## src/include/hvwk_pkg.sv

```systemverilog
// Purpose: shared constants and types for the high-voltage wake input monitor
// Assumes: 250 MHz system clock, APB register access with 32-bit data
// Notes:   offsets are byte addresses of aligned words
package hvwk_pkg;
  // clock and filter timing
  localparam int unsigned CLK_MHZ           = 250;   // system clock rate
  localparam int unsigned FILTER_NOM_NS     = 16000; // nominal filter interval
  localparam int unsigned FILTER_CYCLES     = (FILTER_NOM_NS * CLK_MHZ) / 1000;
  // register byte offsets
  localparam logic [7:0] OFS_WAKE_CTRL      = 8'h00; // wake_enable_control
  localparam logic [7:0] OFS_PULL_CTRL      = 8'h04; // pull_source_control
  localparam logic [7:0] OFS_MEAS_CTRL      = 8'h08; // measurement and sense mode
  localparam logic [7:0] OFS_STAT_FIRST     = 8'h0C; // wake_status_first
  localparam logic [7:0] OFS_STAT_SECOND    = 8'h10; // wake_status_second
  localparam logic [7:0] OFS_LEVEL_STAT     = 8'h14; // pin_level_status
  localparam logic [7:0] OFS_CFG_ERR        = 8'h18; // configuration error flag
  // field positions
  localparam int unsigned BIT_PIN_EN        = 0;     // pin wake enable
  localparam int unsigned BIT_GP_EN         = 1;     // general pin wake enable
  localparam int unsigned BIT_OTHER_EN      = 2;     // any other wake source enabled
  localparam int unsigned BIT_MEAS_EN       = 0;     // voltage_measure_enable
  localparam int unsigned BIT_CYCLIC        = 1;     // cyclic sense select
  localparam int unsigned BIT_GP_WAKE_CFG   = 2;     // general pin used as wake input
  localparam int unsigned BIT_GP_HS_TIMER   = 3;     // general pin is timer switch
  localparam int unsigned BIT_FLAG          = 0;     // flag position in status regs
  // pull select codes
  typedef enum logic [1:0] {
    HVWK_PULL_NONE = 2'b00,
    HVWK_PULL_DOWN = 2'b01,
    HVWK_PULL_UP   = 2'b10,
    HVWK_PULL_AUTO = 2'b11
  } hvwk_pull_t;
  // chip mode codes
  typedef enum logic [2:0] {
    HVWK_MODE_INIT   = 3'b000,
    HVWK_MODE_NORMAL = 3'b001,
    HVWK_MODE_STOP   = 3'b010,
    HVWK_MODE_SLEEP  = 3'b011,
    HVWK_MODE_FAIL   = 3'b100,
    HVWK_MODE_RESTART= 3'b101
  } hvwk_mode_t;
  // pull source drive pair
  typedef struct packed {
    logic pull_up;   // pull-up source on
    logic pull_down; // pull-down source on
  } hvwk_pull_drv_t;
  // filter state codes
  typedef enum logic [1:0] {
    HVWK_F_IDLE = 2'b00,
    HVWK_F_RUN  = 2'b01
  } hvwk_fstate_t;
endpackage
```

## src/design/hvwk_filter.sv

```systemverilog
// Purpose: edge filter; accepts a new level that stays stable for the interval
// Assumes: input already synchronised to the clock
// Notes:   a crossing back restarts the wait from the stable level
`timescale 1ns/10ps
`default_nettype none
module hvwk_filter #(
  parameter int unsigned CYCLES = hvwk_pkg::FILTER_CYCLES
) (
  // clock and reset
  input  wire logic i_clock,
  input  wire logic i_sys_rst,
  // sampled input and gate
  input  wire logic i_level,
  input  wire logic i_gate,
  // filtered result
  output logic      o_level,
  output logic      o_event
);
  if (CYCLES < 2) begin : g_bad_cycles
    $error("hvwk_filter: CYCLES too small");
  end
  localparam int W = $clog2(CYCLES + 1);
  localparam logic [W-1:0] LAST = W'(CYCLES - 1);
  hvwk_pkg::hvwk_fstate_t state_reg;   // idle or timing
  logic [W-1:0]           count_reg;   // cycles the new level held
  logic                   stable_reg;  // accepted level
  logic                   event_reg;   // one-cycle accept pulse
  wire                    differs = i_level != stable_reg;
  wire                    expired = count_reg == LAST;
  // interval timer: any crossing starts it, a crossing back drops it
  always_ff @(posedge i_clock) begin
    if (i_sys_rst || !i_gate) begin
      state_reg  <= hvwk_pkg::HVWK_F_IDLE;
      count_reg  <= '0;
      event_reg  <= 1'b0;
      if (i_sys_rst) stable_reg <= 1'b0;
      else stable_reg <= i_level;            // track quietly while gated
    end else begin
      event_reg <= 1'b0;
      case (state_reg)
        hvwk_pkg::HVWK_F_IDLE: begin
          count_reg <= '0;
          if (differs) state_reg <= hvwk_pkg::HVWK_F_RUN; // [RULE4]
        end
        default: begin
          if (!differs) begin
            state_reg <= hvwk_pkg::HVWK_F_IDLE;          // crossed back [RULE4]
          end else if (expired) begin
            stable_reg <= i_level;                       // both directions [RULE1]
            event_reg  <= 1'b1;
            state_reg  <= hvwk_pkg::HVWK_F_IDLE;
          end else begin
            count_reg <= count_reg + 1'b1;
          end
        end
      endcase
    end
  end
  assign o_level = stable_reg;
  assign o_event = event_reg;
endmodule // hvwk_filter
`default_nettype wire

```

## src/design/hvwk_monitor.sv

```systemverilog
// Purpose: high-voltage wake input monitor with APB register access
// Assumes: comparator outputs are asynchronous; mode comes from the chip controller
// Notes:   analog comparator, measurement unit and pulse generator live outside
//
// Contract
// [RULE1] rising and falling crossings both signal wakes
// [RULE2] normal/stop interrupt; sleep/fail-safe wake device
// [RULE3] static or cyclic sense selectable
// [RULE4] crossing starts filter; cross back cancels
// [RULE5] filter interval between 13 and 20 us
// [RULE6] software enables pin wake; device obeys
// [RULE7] detected wake sets flag in first status
// [RULE8] level bit live, or sampled in cyclic; static sense updates the bit only in init, normal and stop modes
// [RULE9] general pin wake: same filter, second status
// [RULE10] pull code: none, down, up, auto
// [RULE11] auto mode pulls toward detected level
// [RULE12] cyclic: sample during switch on-time, change wakes
// [RULE13] cyclic needs general pin as timer switch
// [RULE14] measurement routes voltage, disables fail/gp/wake
// [RULE15] measurement disables pulls, blocks wake signal
// [RULE16] measurement ignores settings, writes still stored
// [RULE17] measurement freezes flag, clears level bits
// [RULE18] measurement plus only pin source: sleep fails
// [RULE19] unpulled input should be tied on board
// [RULE20] interrupt only from enabled wake sources
// [RULE21] wake flags latch until cleared
// [RULE22] comparator synchronised before filter
`timescale 1ns/10ps
`default_nettype none
module hvwk_monitor #(
  parameter int unsigned FILTER_CYCLES = hvwk_pkg::FILTER_CYCLES
) (
  // clock and reset
  input  wire logic                  i_clock,
  input  wire logic                  i_sys_rst,
  // apb slave
  input  wire logic                  i_psel,
  input  wire logic                  i_penable,
  input  wire logic                  i_pwrite,
  input  wire logic [7:0]            i_paddr,
  input  wire logic [31:0]           i_pwdata,
  output logic      [31:0]           o_prdata,
  output logic                       o_pready,
  output logic                       o_pslverr,
  // comparator inputs (asynchronous)
  input  wire logic                  i_hv_wake_pin,
  input  wire logic                  i_gp_wake_pin,
  // chip context
  input  wire logic [2:0]            i_chip_mode,
  input  wire logic                  i_hs_on_window,
  input  wire logic                  i_sleep_request,
  // outputs
  output logic                       o_wake_irq,
  output logic                       o_device_wake,
  output hvwk_pkg::hvwk_pull_drv_t   o_pull,
  output logic                       o_meas_route,
  output logic                       o_fail_gp_block,
  output logic                       o_restart_request
);
  // filter length must meet the 13..20 us window at this clock
  localparam int unsigned MIN_CYC = (13 * hvwk_pkg::CLK_MHZ);
  localparam int unsigned MAX_CYC = (20 * hvwk_pkg::CLK_MHZ);
  if (FILTER_CYCLES < MIN_CYC || FILTER_CYCLES > MAX_CYC) begin : g_bad_filter
    $error("hvwk_monitor: filter interval out of range");  // [RULE5]
  end

  // synchronisers: stage one read only by stage two
  logic hv_s1_reg;        // first stage pin
  logic hv_s2_reg;        // second stage pin
  logic gp_s1_reg;        // first stage general pin
  logic gp_s2_reg;        // second stage general pin
  logic hs_s1_reg;        // first stage switch window
  logic hs_s2_reg;        // second stage switch window
  always_ff @(posedge i_clock) begin
    hv_s1_reg <= i_hv_wake_pin;     // [RULE22]
    hv_s2_reg <= hv_s1_reg;
    gp_s1_reg <= i_gp_wake_pin;
    gp_s2_reg <= gp_s1_reg;
    hs_s1_reg <= i_hs_on_window;
    hs_s2_reg <= hs_s1_reg;
  end

  // control registers
  logic [2:0]  wake_ctrl_reg;       // pin, gp and other source enables
  logic [1:0]  pull_ctrl_reg;       // pull select code
  logic [3:0]  meas_ctrl_reg;       // measure, cyclic, gp wake, gp timer switch
  // status registers
  logic        pin_flag_reg;        // pin_wake_flag
  logic        gp_flag_reg;         // general pin wake flag
  logic        level_reg;           // pin_level_status
  logic        cfg_err_reg;         // configuration error flag
  logic        cyc_sample_reg;      // last cyclic sample
  logic        cyc_valid_reg;       // a sample has been taken
  logic        hs_prev_reg;         // switch window one cycle ago
  logic        pull_level_reg;      // level steering auto pull
  logic        sleep_prev_reg;      // sleep request edge detect

  // decoded settings
  wire meas_en    = meas_ctrl_reg[hvwk_pkg::BIT_MEAS_EN];
  wire cyclic     = meas_ctrl_reg[hvwk_pkg::BIT_CYCLIC];                     // [RULE3]
  wire gp_wake_en = meas_ctrl_reg[hvwk_pkg::BIT_GP_WAKE_CFG] && !meas_en;    // [RULE14]
  wire cyc_ok     = cyclic && meas_ctrl_reg[hvwk_pkg::BIT_GP_HS_TIMER];      // [RULE13]
  wire pin_en     = wake_ctrl_reg[hvwk_pkg::BIT_PIN_EN] && !meas_en;         // [RULE6] [RULE16]
  wire gp_en      = wake_ctrl_reg[hvwk_pkg::BIT_GP_EN];
  wire other_en   = wake_ctrl_reg[hvwk_pkg::BIT_OTHER_EN];
  // the internal wake signal is blocked while measuring
  wire pin_gate   = !meas_en && !cyclic;                                     // [RULE15]

  // static filters for the pin and the general pin
  logic pin_filt_level;   // filtered pin level
  logic pin_filt_event;   // accepted pin crossing
  logic gp_filt_event;    // accepted general pin crossing
  hvwk_filter #(.CYCLES(FILTER_CYCLES)) u_pin_filter (
    .i_clock   (i_clock),
    .i_sys_rst (i_sys_rst),
    .i_level   (hv_s2_reg),
    .i_gate    (pin_gate),
    .o_level   (pin_filt_level),
    .o_event   (pin_filt_event)
  );
  hvwk_filter #(.CYCLES(FILTER_CYCLES)) u_gp_filter (
    .i_clock   (i_clock),
    .i_sys_rst (i_sys_rst),
    .i_level   (gp_s2_reg),
    .i_gate    (gp_wake_en),                                                 // [RULE9]
    .o_level   (),
    .o_event   (gp_filt_event)
  );

  // cyclic sense sample at the end of each switch on-time
  wire hs_fall     = hs_prev_reg && !hs_s2_reg;
  wire cyc_take    = cyc_ok && !meas_en && hs_fall;                          // [RULE12]
  wire cyc_event   = cyc_take && cyc_valid_reg && (hv_s2_reg != cyc_sample_reg);
  wire pin_event   = (pin_filt_event || cyc_event) && pin_en;                // [RULE1]
  wire gp_event    = gp_filt_event && gp_en && gp_wake_en;

  // apb decode
  wire acc        = i_psel && i_penable;
  wire wr         = acc && i_pwrite;
  wire rd         = acc && !i_pwrite;
  wire hit_wctrl  = i_paddr == hvwk_pkg::OFS_WAKE_CTRL;
  wire hit_pctrl  = i_paddr == hvwk_pkg::OFS_PULL_CTRL;
  wire hit_mctrl  = i_paddr == hvwk_pkg::OFS_MEAS_CTRL;
  wire hit_st1    = i_paddr == hvwk_pkg::OFS_STAT_FIRST;
  wire hit_st2    = i_paddr == hvwk_pkg::OFS_STAT_SECOND;
  wire hit_lvl    = i_paddr == hvwk_pkg::OFS_LEVEL_STAT;
  wire hit_err    = i_paddr == hvwk_pkg::OFS_CFG_ERR;
  wire mapped     = hit_wctrl | hit_pctrl | hit_mctrl | hit_st1 | hit_st2 | hit_lvl | hit_err;
  // write-one-to-clear for flags
  wire clr_pin    = wr && hit_st1 && i_pwdata[hvwk_pkg::BIT_FLAG];
  wire clr_gp     = wr && hit_st2 && i_pwdata[hvwk_pkg::BIT_FLAG];
  wire clr_err    = wr && hit_err && i_pwdata[hvwk_pkg::BIT_FLAG];
  // read mux
  logic [31:0] rd_mux;   // selected read word
  assign rd_mux = hit_wctrl ? {29'h0, wake_ctrl_reg} :
                  hit_pctrl ? {30'h0, pull_ctrl_reg} :
                  hit_mctrl ? {28'h0, meas_ctrl_reg} :
                  hit_st1   ? {31'h0, pin_flag_reg} :
                  hit_st2   ? {31'h0, gp_flag_reg} :
                  hit_lvl   ? {31'h0, level_reg} :
                  hit_err   ? {31'h0, cfg_err_reg} : 32'h0000_0000;

  // chip mode decode
  wire mode_irq   = (i_chip_mode == hvwk_pkg::HVWK_MODE_NORMAL) ||
                    (i_chip_mode == hvwk_pkg::HVWK_MODE_STOP);
  wire mode_wake  = (i_chip_mode == hvwk_pkg::HVWK_MODE_SLEEP) ||
                    (i_chip_mode == hvwk_pkg::HVWK_MODE_FAIL);
  wire mode_live  = mode_irq || (i_chip_mode == hvwk_pkg::HVWK_MODE_INIT);
  wire sleep_rise = i_sleep_request && !sleep_prev_reg;
  wire sleep_bad  = sleep_rise && meas_en && wake_ctrl_reg[hvwk_pkg::BIT_PIN_EN]
                    && !gp_en && !other_en;                                  // [RULE18]

  // pull selection; settings ignored while measuring
  hvwk_pkg::hvwk_pull_t pull_code;   // active pull code
  assign pull_code = hvwk_pkg::hvwk_pull_t'(pull_ctrl_reg);
  hvwk_pkg::hvwk_pull_drv_t pull_next;  // next pull drive
  always_comb begin
    pull_next = '0;
    if (!meas_en) begin                                                      // [RULE15]
      case (pull_code)                                                       // [RULE10]
        hvwk_pkg::HVWK_PULL_DOWN: pull_next.pull_down = 1'b1;
        hvwk_pkg::HVWK_PULL_UP:   pull_next.pull_up   = 1'b1;
        hvwk_pkg::HVWK_PULL_AUTO: begin
          pull_next.pull_up   = pull_level_reg;                              // [RULE11]
          pull_next.pull_down = !pull_level_reg;
        end
        default: pull_next = '0;
      endcase
    end
  end

  // software control registers; writes land even while measuring
  always_ff @(posedge i_clock) begin
    if (i_sys_rst) begin
      wake_ctrl_reg <= 3'h0;
      pull_ctrl_reg <= hvwk_pkg::HVWK_PULL_NONE;
      meas_ctrl_reg <= 4'h0;
    end else if (wr) begin
      if (hit_wctrl) wake_ctrl_reg <= i_pwdata[2:0];                         // [RULE16]
      if (hit_pctrl) pull_ctrl_reg <= i_pwdata[1:0];
      if (hit_mctrl) meas_ctrl_reg <= i_pwdata[3:0];
    end
  end

  // sticky flags; a new event wins over a clear in the same cycle
  always_ff @(posedge i_clock) begin
    if (i_sys_rst) begin
      pin_flag_reg <= 1'b0;
      gp_flag_reg  <= 1'b0;
      cfg_err_reg  <= 1'b0;
    end else begin
      if (pin_event && !meas_en) pin_flag_reg <= 1'b1;                       // [RULE7] [RULE17]
      else if (clr_pin) pin_flag_reg <= 1'b0;                                // [RULE21]
      if (gp_event) gp_flag_reg <= 1'b1;                                     // [RULE9]
      else if (clr_gp) gp_flag_reg <= 1'b0;
      if (sleep_bad) cfg_err_reg <= 1'b1;                                    // [RULE18]
      else if (clr_err) cfg_err_reg <= 1'b0;
    end
  end

  // cyclic sampling and level reporting
  always_ff @(posedge i_clock) begin
    if (i_sys_rst) begin
      cyc_sample_reg <= 1'b0;
      cyc_valid_reg  <= 1'b0;
      hs_prev_reg    <= 1'b0;
      level_reg      <= 1'b0;
      pull_level_reg <= 1'b0;
      sleep_prev_reg <= 1'b0;
    end else begin
      hs_prev_reg    <= hs_s2_reg;
      sleep_prev_reg <= i_sleep_request;
      if (!cyc_ok || meas_en) cyc_valid_reg <= 1'b0;
      else if (cyc_take) begin
        cyc_sample_reg <= hv_s2_reg;                                         // [RULE12]
        cyc_valid_reg  <= 1'b1;
      end
      // auto pull follows the filtered level, or the live one in cyclic
      pull_level_reg <= cyclic ? hv_s2_reg : pin_filt_level;
      if (meas_en) level_reg <= 1'b0;                                        // [RULE17]
      else if (cyclic) level_reg <= cyc_sample_reg;                          // [RULE8]
      else if (mode_live) level_reg <= hv_s2_reg;                            // [RULE8]
    end
  end

  // outputs, all registered
  always_ff @(posedge i_clock) begin
    if (i_sys_rst) begin
      o_prdata          <= 32'h0000_0000;
      o_pready          <= 1'b0;
      o_pslverr         <= 1'b0;
      o_wake_irq        <= 1'b0;
      o_device_wake     <= 1'b0;
      o_pull            <= '0;
      o_meas_route      <= 1'b0;
      o_fail_gp_block   <= 1'b0;
      o_restart_request <= 1'b0;
    end else begin
      // one wait cycle: ready answers in the second access cycle
      o_pready  <= acc && !o_pready;
      o_pslverr <= acc && !o_pready && !mapped;
      if (rd && !o_pready) o_prdata <= rd_mux;
      o_wake_irq        <= (pin_event || gp_event) && mode_irq;              // [RULE2] [RULE20]
      o_device_wake     <= (pin_event || gp_event) && mode_wake;             // [RULE2]
      o_pull            <= pull_next;
      o_meas_route      <= meas_en;                                          // [RULE14]
      o_fail_gp_block   <= meas_en;                                          // [RULE14]
      o_restart_request <= sleep_bad;                                        // [RULE18]
    end
  end
endmodule // hvwk_monitor
`default_nettype wire

```

## config.mk

```make
export PLATFORM = sky130hd
export DESIGN_NAME = hvwk_monitor
export DESIGN_NICKNAME = d
export VERILOG_FILES = /design/src/include/hvwk_pkg.sv /design/src/design/hvwk_filter.sv /design/src/design/hvwk_monitor.sv
export SDC_FILE = /design/constraint.sdc
export NUM_CORES = 1
export LEC_CHECK = 0
export ABC_AREA = 0
export ABC_CLOCK_PERIOD_IN_PS = 1800
export BUFFER_PORTS_ARGS = -buffer_cell sky130_fd_sc_hd__buf_4
export CORE_MARGIN = 8
export CORE_UTILIZATION = 51
export DETAILED_ROUTE_END_ITERATION = 10
export HOLD_SLACK_MARGIN = 0.02
export MAX_ROUTING_LAYER = met4
export PLACE_DENSITY_LB_ADDON = 0.2
export SLEW_MARGIN = 30
export SYNTH_ARGS = -nofsm -noshare
export SYNTH_HDL_FRONTEND = slang
export SYNTH_HIERARCHICAL = 1
export SYNTH_SLANG_ARGS = --single-unit
export TNS_END_PERCENT = 100
```

## constraint.sdc

```tcl
create_clock -name i_clock -period 1.8 [get_ports i_clock]
set_input_delay 0.09 -clock i_clock [delete_from_list [all_inputs] [get_ports i_clock]]
set_output_delay 0.09 -clock i_clock [all_outputs]
set_load 0.005 [all_outputs]
```

After elaboration in Yosys (flattened, before gate mapping)
Cells that the tools add are included.

Logic and storage cells: 191. Output and inout bits: 41. Flip-flop bits (word level): 96.

Reduce and logical (&&, ||, !) cells: 81. Bitwise operators: 11. Add/subtract/negate cells: 2. Multiplexer cells: 38. Equal/unequal tests: 24.

Operators by type and width (count): $logic_and 1x1->1 (32); $mux 1 (25); $add 12x1->12 const B (2); $eq 12x12->1 const B (2); $eq 8x5->1 const B (3); $eq 8x4->1 const B (2); $mux 2 (8); $reduce_and 2->1 (8); $reduce_bool 2->1 (8); $logic_not 1->1 (13); $mux 4 (3); $eq 8x3->1 const B (1); $logic_not 8->1 (1); $logic_or 1x1->1 (8); $ne 2x1->1 const B (4); $reduce_or 2->1 (4); $eq 3x2->1 const B (2); $ne 3x3->1 const B (2); $or 1x1->1 (6); $reduce_and 3->1 (2); $reduce_or 3->1 (2); $not 1->1 (5); $eq 2x2->1 const B (2); $logic_not 2->1 (2); other kinds (6) (9).

Depth between registers and ports, before layout
Gate-level depths: netlist of run 1.

Word-level depth: 9. Depth in mapped cells: 6. Gate-level depth less buffers: 5.

Hierarchy
The synthesis of run 1 kept the hierarchy.

Modules (own cells, without submodules): hvwk_monitor (area each 1745.4 sq um, seq. area each 720.7 sq um, cells an instance 183, times used 1); hvwk_filter (area each 666.9 sq um, seq. area each 310.3 sq um, cells an instance 75, times used 2).

Least setup slack after synthesis of run 1
OpenSTA, ideal clock, no wires.

Path type: register to register. Start: register u_gp_filter.count_reg[0]. End: register u_gp_filter.stable_reg, in the netlist u_gp_filter/o_level, enable pin. Clock period less this slack: 1.460 ns. Slack: 0.340 ns. Required time: 1.490 ns. Arrival time: 1.150 ns. Stages on the path, launching flop included: 6. Cell sequence: dfxtp_1 -> ha_1 -> and4_1 -> and3_1 -> nand2_1 -> o21ai_0.

Word-level cells in the longest chain between the ends: 3.

RTL lines: start, declared (line hvwk_filter.sv:25) `logic [W-1:0] count_reg;`; start signal, assigned (line hvwk_filter.sv:53) `count_reg <= count_reg + 1'b1;`; $eq 12x12->1 (line hvwk_filter.sv:29) `wire expired = count_reg == LAST;`; $reduce_bool 2->1 (no source line); $reduce_and 3->1 (no source line); end signal, assigned (line hvwk_filter.sv:37) `else stable_reg <= i_level;`; end signal, assigned (line hvwk_filter.sv:49) `stable_reg <= i_level;`; end, declared (line hvwk_filter.sv:26) `logic stable_reg;`.

No other way between the ends. A chain may end at the register's enable or synchronous reset.

Final worst setup path of run 1
Start: register u_pin_filter.stable_reg, in the netlist u_pin_filter/o_level. End: register u_pin_filter.count_reg[5].

Word-level cells in the longest chain between the ends: 2.

RTL lines: start, declared (line hvwk_filter.sv:26); start signal, assigned (line hvwk_filter.sv:37); start signal, assigned (line hvwk_filter.sv:49); $ne 1x1->1 (line hvwk_filter.sv:28) `wire differs = i_level != stable_reg;`; $reduce_and 2->1 (no source line); end signal, assigned (line hvwk_filter.sv:53); end, declared (line hvwk_filter.sv:25).

No other way between the ends.

==> results of run 1 <==
power groups by stage:
stage	clock network, uW	registers (uW)	logic [uW]
2_1_floorplan	0	1530	150
3_3_place_gp	0	1530	189
3_5_place_dp	0	1530	194
4_1_cts	1180	1500	209
5_1_grt	1230	1500	238
6_report	1140	1500	215
kinds of logic after synthesis:
family          share of synthesized area
fa+ha+maj                         0.00813
xor+xnor                           0.0455
other cells                       0.00122
compound gates                     0.0861
flops                               0.436
buf+inv                            0.0918
simple gates                        0.279
mux                                0.0524
worst reg2reg max path, stage by stage (launching register included):
cell and delay (ns):
edfxtp_1 0.48, xnor2_4 0.19, buf_4 0.16, or3_1 0.38, or3_4 0.34, a21oi_2 0.13
worst min-delay path by stage:
stage	slack, ns	depth (start not counted)	to
CTS	0.03	3	pull_code[0]
global placement	0.19	1	hs_s1_reg
detailed placement	0.20	1	hv_s1_reg
floorplan	0.12	0	gp_s1_reg
global route	0.04	3	wake_ctrl_reg[0]
finish	0.04	3	pull_code[0]
per-layer routing:
| layer | share of wire | track usage | wire length, um |
|---|---|---|---|
| met1 | 0.44 | 0.178 | 2890 |
| met2 | 0.48 | 0.256 | 3120 |
| met5 | 0 | - | 0 |
| met3 | 0.068 | 0.0456 | 441 |
| met4 | 0.0095 | 0.0674 | 62 |
through the flow:
step	setup WS, ns	total power [uW]	util	TNS [ns]
finish	0.0623	2860	0.616	0
global placement	0.145	1720	0.567	0
global route	-0.0116	2970	0.616	-0.0116
floorplan	0.340	1680	-	0
CTS	0.0672	2880	0.611	0
detailed placement	0.0890	1720	0.567	0
Yosys cell counts (2+ instances only):
| library cell | instances |
|---|---|
| a21oi_1 | 13 |
| a31o_1 | 2 |
| a31oi_1 | 9 |
| and3_1 | 9 |
| and3b_1 | 3 |
| and4_1 | 4 |
| buf_2 | 4 |
| buf_4 | 30 |
| clkbuf_1 | 5 |
| dfxtp_1 | 64 |
| edfxtp_1 | 2 |
| ha_1 | 2 |
| inv_1 | 2 |
| mux2i_1 | 15 |
| nand2_1 | 22 |
| nand3_1 | 9 |
| nand4_1 | 7 |
| nor2_1 | 33 |
| nor2b_1 | 11 |
| nor3_1 | 15 |
| nor3_2 | 2 |
| nor3b_1 | 6 |
| nor4_1 | 6 |
| o21a_1 | 2 |
| o21ai_0 | 8 |
| o21bai_1 | 4 |
| or3_1 | 5 |
| xnor2_1 | 16 |
what timing repair did:
| item | in CTS | in global routing |
|---|---|---|
| gates resized for setup | 0 | 4 |
| hold buffers | 8 | 0 |
| endpoints found under the hold margin | 10 | 0 |
| endpoints found under the setup margin | 0 | 1 |
cell type report:
class	instances	area (um^2)
inverter	2	7.51
multi-input combinational	252	1580
tap	75	93.8
fill	528	2260
timing repair buffer	53	418
sequential	66	1340
clock buffer	12	156
clock inverter	4	23.8
placed cells by master (no fill, tap or decap), drive strengths merged, types with 12 or more instances in the layout:
master	synthesis	routed
mux2i	15	15
nor2	33	33
xnor2	16	16
conb	1	28
buf	35	45
clkbuf	5	12
nor3	17	17
dfxtp	64	64
nand2	23	23
a21oi	13	13
==> key figures, run 1 <==
Status
  • Run status: finished, final reports clean

CTS
  • Worst-skew pair later-pin latency: 0.34 ns
  • TritonCTS clock tree: done
  • CTS sink count: 66
  • H-tree Lvls: 3
  • Post-CTS Setup Bufs: 0
  • Max Buffers Root-to-Sink: 2
  • CTS buffer count: 9
  • Worst-path clk slew: about 0.070 ns
  • Root Driver: clkbuf_8

STA
  • Final Hold Vio Count: 0
  • WHS: 0.0428 ns
  • Clock Skew: 0.00548 ns
  • Worst slew pin tran: roughly 0.5 ns
  • Max-slew headroom: 0.666
  • Slew Viols, Final: 0
  • Tmin final: 1.74 ns
  • Crit share post-route: 0.965
  • Fmax: 575 MHz
  • Final setup fails: 0

Setup path
  • Stages on the worst setup path: 5
  • Worst Setup End Kind: flop
  • Crit path buffers/inverters: 1
  • R2R cell count: 5
  • WP data required: 2.07 ns
  • Reg2reg start: u_pin_filter/o_level
  • Setup slack, reg-to-reg: between 0.06 and 0.07 ns
  • Worst stage delay on the critical path: between 0.4 and 0.5 ns
  • CP arrival: 2.01 ns
  • CP Max Fanout: 5
  • Critical path type: flop to flop
  • Startpoint Class: flop
  • CP cell instances: xnor2_4 > buf_4 > or3_1 > or3_4 > a21oi_2
  • Delay-heaviest family, CP: simple AND/OR/NAND/NOR gates
  • Crit Reg-Reg Endpoint: u_pin_filter/count_reg[5]
  • Crit path from: u_pin_filter/o_level
  • Slowest stage cell, crit path: edfxtp_1
  • Crit path to: u_pin_filter/count_reg[5]

Die
  • Die width: 93.7 um
  • Top Ports: 93
  • Initial Utilization: 0.523
  • Height of the die: around 94 um
  • Row count: 28
  • Die footprint: 8780 um^2
  • Core ar.: roughly 5900 um^2

Detailed routing
  • Via Count: around 2400
  • Drt total wl: 6510 um
  • Drt wl/cell: 14.0 um
  • Routed Antenna Nets: 0
  • DRT iter0 DRCs: 100
  • DRC viols: 0
  • Drt pass-1 iters: 4
  • Via density: 5.16

Power and ir drop
  • Sw power: 687 uW
  • Sequential power share: 0.525
  • Combinational fraction of design power: 0.075
  • P_int: 2170 uW
  • Leakage: 0.00150 uW
  • Clock Power Share: 0.400
  • Power Density: 788 nW/um^2
  • Peak supply drop: 0.506 mV
  • Switching power share of the total: 0.241

Placement
  • # port buffers: 36
  • DP HPWL: 4730 um
  • DP Area: 3340 um^2
  • Gpl congestion: 0.837
  • Cells after DPL: 440

Global route
  • Largest net degree at the start of global routing: 30
  • GR Overflow Total: 0
  • GRT Overall Usage: 0.158
  • Initial antenna violation count: 0
  • Vias in the first global route: 2377
  • Global-route wire length before repair: between 10000 and 15000 um

Hold path
  • Hold path start: i_pwdata[0]
  • Worst hold path class: primary input to flop

Synthesis
  • Synth warn: 6
  • Post-synthesis async set-or-reset flop share: 0
  • Synth Instances: between 300 and 400
  • Syn_area_per_cell: 9.25 um^2
  • Number of synthesized flops with an enable pin: 2
  • Area leader, netlist: dfxtp_1
  • Post-Syn Area: 3080 um^2
  • Seq/Total Area, Yosys: 0.436
  • Top post-synthesis cells by area: dfxtp_1, buf_4, mux2i_1, xnor2_1, nor2_1
  • Synth cell types: 51
  • Area share of the largest cell type after synthesis: 0.416
  • Post-synthesis register bit count: 66
  • Main synth FF type: dfxtp_1

Layout
  • Proportion of layout cells with a drive suffix above 1: 0.185
  • Design area: 3620 um^2
  • ANT cells: 0
  • Post-Layout Cell Count: 464
  • Layout net count: 438
  • Area Overhead vs Synth: 17.7%

Flow run
  • Max Cap Viol: 0
No activity file was read; power rests on OpenSTA's default activity.
==> inputs of run 2 (changes only) <==
Settings changed: ABC_AREA 0 to 1, CORE_UTILIZATION 51 to 53, CTS_CLUSTER_SIZE set to 10, SKIP_LAST_GASP set to 1.
==> run 2 against run 1 <==
Clock-buffer cell count up 1. First-iteration DRC count increased by 54%. Flip-flop and latch count is the same. Sequential power about the same. Non-clock buffer count is 7 lower. Combinational power is 6% higher. Synthesized area up 13%. Final cell count grew 32%. Fmax grew 14%. Core utilization increased by 1.9 points.
==> key figures, run 2 <==
Synthesis
  • Seq/Total Area, Yosys: 0.386
  • Post-synthesis register bit count: 66
  • Syn_area_per_cell: a little over 7 um^2
  • Synth cell types: 34
  • Number of synthesized flops with an enable pin: 2
  • Main synth FF type: dfxtp_1
  • Area share of the largest cell type after synthesis: 0.369
  • Most frequent cell after synthesis: nand2_1
  • Post-synth top cells: nand2_1, dfxtp_1, inv_1
  • Post-synthesis async set-or-reset flop share: 0
  • Area leader, netlist: dfxtp_1
  • Post-Syn Area: between 3000 and 4000 um^2
  • Top post-synthesis cells by area: dfxtp_1, nand2_1, buf_4, inv_1, nor2_1
  • Synth Instances: slightly below 500
  • Synth warn: 6

Die
  • Row count: 29
  • Core ar.: 6350 um^2
  • Die width: 97.0 um
  • Top Ports: 93
  • Die footprint: 9400 um^2
  • Initial Utilization: 0.547
  • Height of the die: 97.0 um

Setup path
  • Crit path to: u_pin_filter/count_reg[1]
  • Critical path type: flop to flop
  • CP arrival: 1.77 ns
  • Worst Setup End Kind: flop
  • R2R cell count: 8
  • Startpoint Class: flop
  • CP Max Fanout: 11
  • WP data required: 2.04 ns
  • Setup slack, reg-to-reg: 0.27 ns
  • Reg2reg start: u_pin_filter/count_reg[0]
  • Crit path from: u_pin_filter/count_reg[0]
  • Crit Reg-Reg Endpoint: u_pin_filter/count_reg[1]

Layout
  • Reg area: 1340 um^2
  • Most common cell after layout, fill and taps aside: nand2_1
  • Area Overhead vs Synth: 16.1%
  • Area of the multi-input gates: between 1500 and 2000 um^2
  • Layout net count: 586
  • Commonest non-fill, non-tap cells in the layout: nand2_1, dfxtp_1, inv_1, nor2_1, buf_4
  • Filler cells: 573
  • Design area: 4030 um^2
  • ANT cells: 0
  • Proportion of layout cells with a drive suffix above 1: 0.209

Global route
  • GRT Overall Usage: 0.163
  • Largest net degree at the start of global routing: 19
  • GR Overflow Total: 0
  • Global-route wire length before repair: 12700 um
  • Vias in the first global route: 2824
  • Initial antenna violation count: 0

CTS
  • Worst-path clk slew: ~0.070 ns
  • CTS sink count: 66
  • Worst-skew pair later-pin latency: 0.34 ns
  • TritonCTS clock tree: done
  • H-tree Lvls: 3
  • Max Buffers Root-to-Sink: 2
  • Root Driver: clkbuf_8
  • CTS buffer count: 9

Power and ir drop
  • Peak supply drop: 0.510 mV
  • Leakage: 0.00172 uW
  • Power Density: 812 nW/um^2

STA
  • Final setup fails: 0
  • Unrepaired setup endpoints after global routing: false
  • Slew Viols, Final: 0
  • Final TNS setup: 0 ns
  • Clock Skew: 0.0112 ns
  • Fmax: 654 MHz
  • Crit share post-route: 0.849
  • Tmin final: 1.53 ns
  • Final Hold Vio Count: 0

Detailed routing
  • Drt total wl: ~7300 um
  • Met1 wire length: 3230 um
  • Routed Antenna Nets: 0
  • Met2 WL: 3500 um
  • Via density: 4.79
  • Uppermost layer routed: met4
  • DRC viols: 0
  • Drt pass-1 iters: 4
  • Via Count: between 2000 and 3000
  • Drt wl/cell: around 12 um
  • DRT iter0 DRCs: 154
  • Wire length on met3: 494 um

Placement
  • DP Area: roughly 3700 um^2
  • DP HPWL: 5530 um
  • # port buffers: 36
  • Gpl congestion: 0.843

Status
  • Run status: finished, final reports clean

Hold path
  • Worst hold path class: primary input to flop

Flow run
  • Max Cap Viol: 0
[run 2: changes by cell type after synthesis, sizes merged, moves of 10 or more]
cell and delta:
a21oi +14, inv +68, mux2i -15, nand2 +76, nand3 +25, nor2 +48
nor2b -11, nor3 -14, o21ai +15, xnor2 -13, xor2 +10
[run 2: final cells by class]
cell class                      instances  share of cell area
Clock inverter                          3              0.0161
Clock buffer                           13              0.0475
Tap cell                               77              0.0239
Timing Repair Buffer                   46              0.0900
Multi-Input combinational cell        333               0.419
Sequential cell                        66               0.333
Inverter                               76              0.0707
[run 2: how the worst min path moves through the flow]
stage               slack (ns)     startpoint  cells after the start               end
floorplan                 0.12  i_gp_wake_pin                      0         gp_s1_reg
global placement          0.20  i_gp_wake_pin                      1         gp_s1_reg
detailed placement        0.20  i_hv_wake_pin                      1         hv_s1_reg
CTS                       0.03    i_pwdata[0]                      3  wake_ctrl_reg[0]
global route              0.04    i_pwdata[0]                      3  wake_ctrl_reg[0]
finish                    0.04    i_pwdata[0]                      3  wake_ctrl_reg[0]
[run 2: logic make-up (layout without fill, tap and decap cells)]
kind of cell,Yosys count,after routing,synth area share
adder cells (fa/ha/maj),2,2,0.00720
flip-flops,66,66,0.386
XOR/XNOR,13,13,0.0328
AO/OA/AOI/OAI,58,58,0.0929
buffers and inverters,111,138,0.156
other,1,28,0.00108
AND/OR/NAND/NOR,232,232,0.324
[run 2: worst max-delay path: stages (launching register included)]
cell and delay, ns:
dfxtp_1 0.38, ha_1 0.22, nand2_2 0.10, nor2_4 0.16, nand3_4 0.17, nand2_4 0.16, inv_2 0.09, nor2_1 0.09
nor2_1 0.05
[run 2: metrics by stage]
stage / setup WS, ns / utilization / std cells / hold WS, ns / power [uW]
floorplan: 0.458 / - / 510 / 0.118 / 1710
global placement: 0.327 / 0.584 / 591 / 0.196 / 1750
detailed placement: 0.292 / 0.584 / 591 / 0.196 / 1750
CTS: 0.278 / 0.635 / 614 / 0.0296 / 3300
global route: 0.147 / 0.635 / 614 / 0.0373 / 3410
finish: 0.271 / 0.635 / 614 / 0.0432 / 3280
[run 2: timing repair]
item / 4_1_cts / 5_1_grt
setup buffers: 0 / 0
gates resized for setup: 0 / 0
hold buffers: 7 / 0
hold endpoints to repair: 8 / 0
[run 2: report_power, final]
group / leakage (uW) / switching (uW) / internal (uW)
sequential: 0.000541 / 13.5 / 1490
clock: 0.000130 / 560 / 985
combinational: 0.00105 / 143 / 84.6
total: 0.00172 / 717 / 2560
[run 2: layer usage]
| layer | global-route usage | vias to the layer above |
|---|---|---|
| met5 | - | - |
| met4 | 0.0651 | 0 |
| met3 | 0.0541 | 10 |
| met2 | 0.260 | 80 |
| met1 | 0.184 | 1287 |
| li1 | - | 1562 |
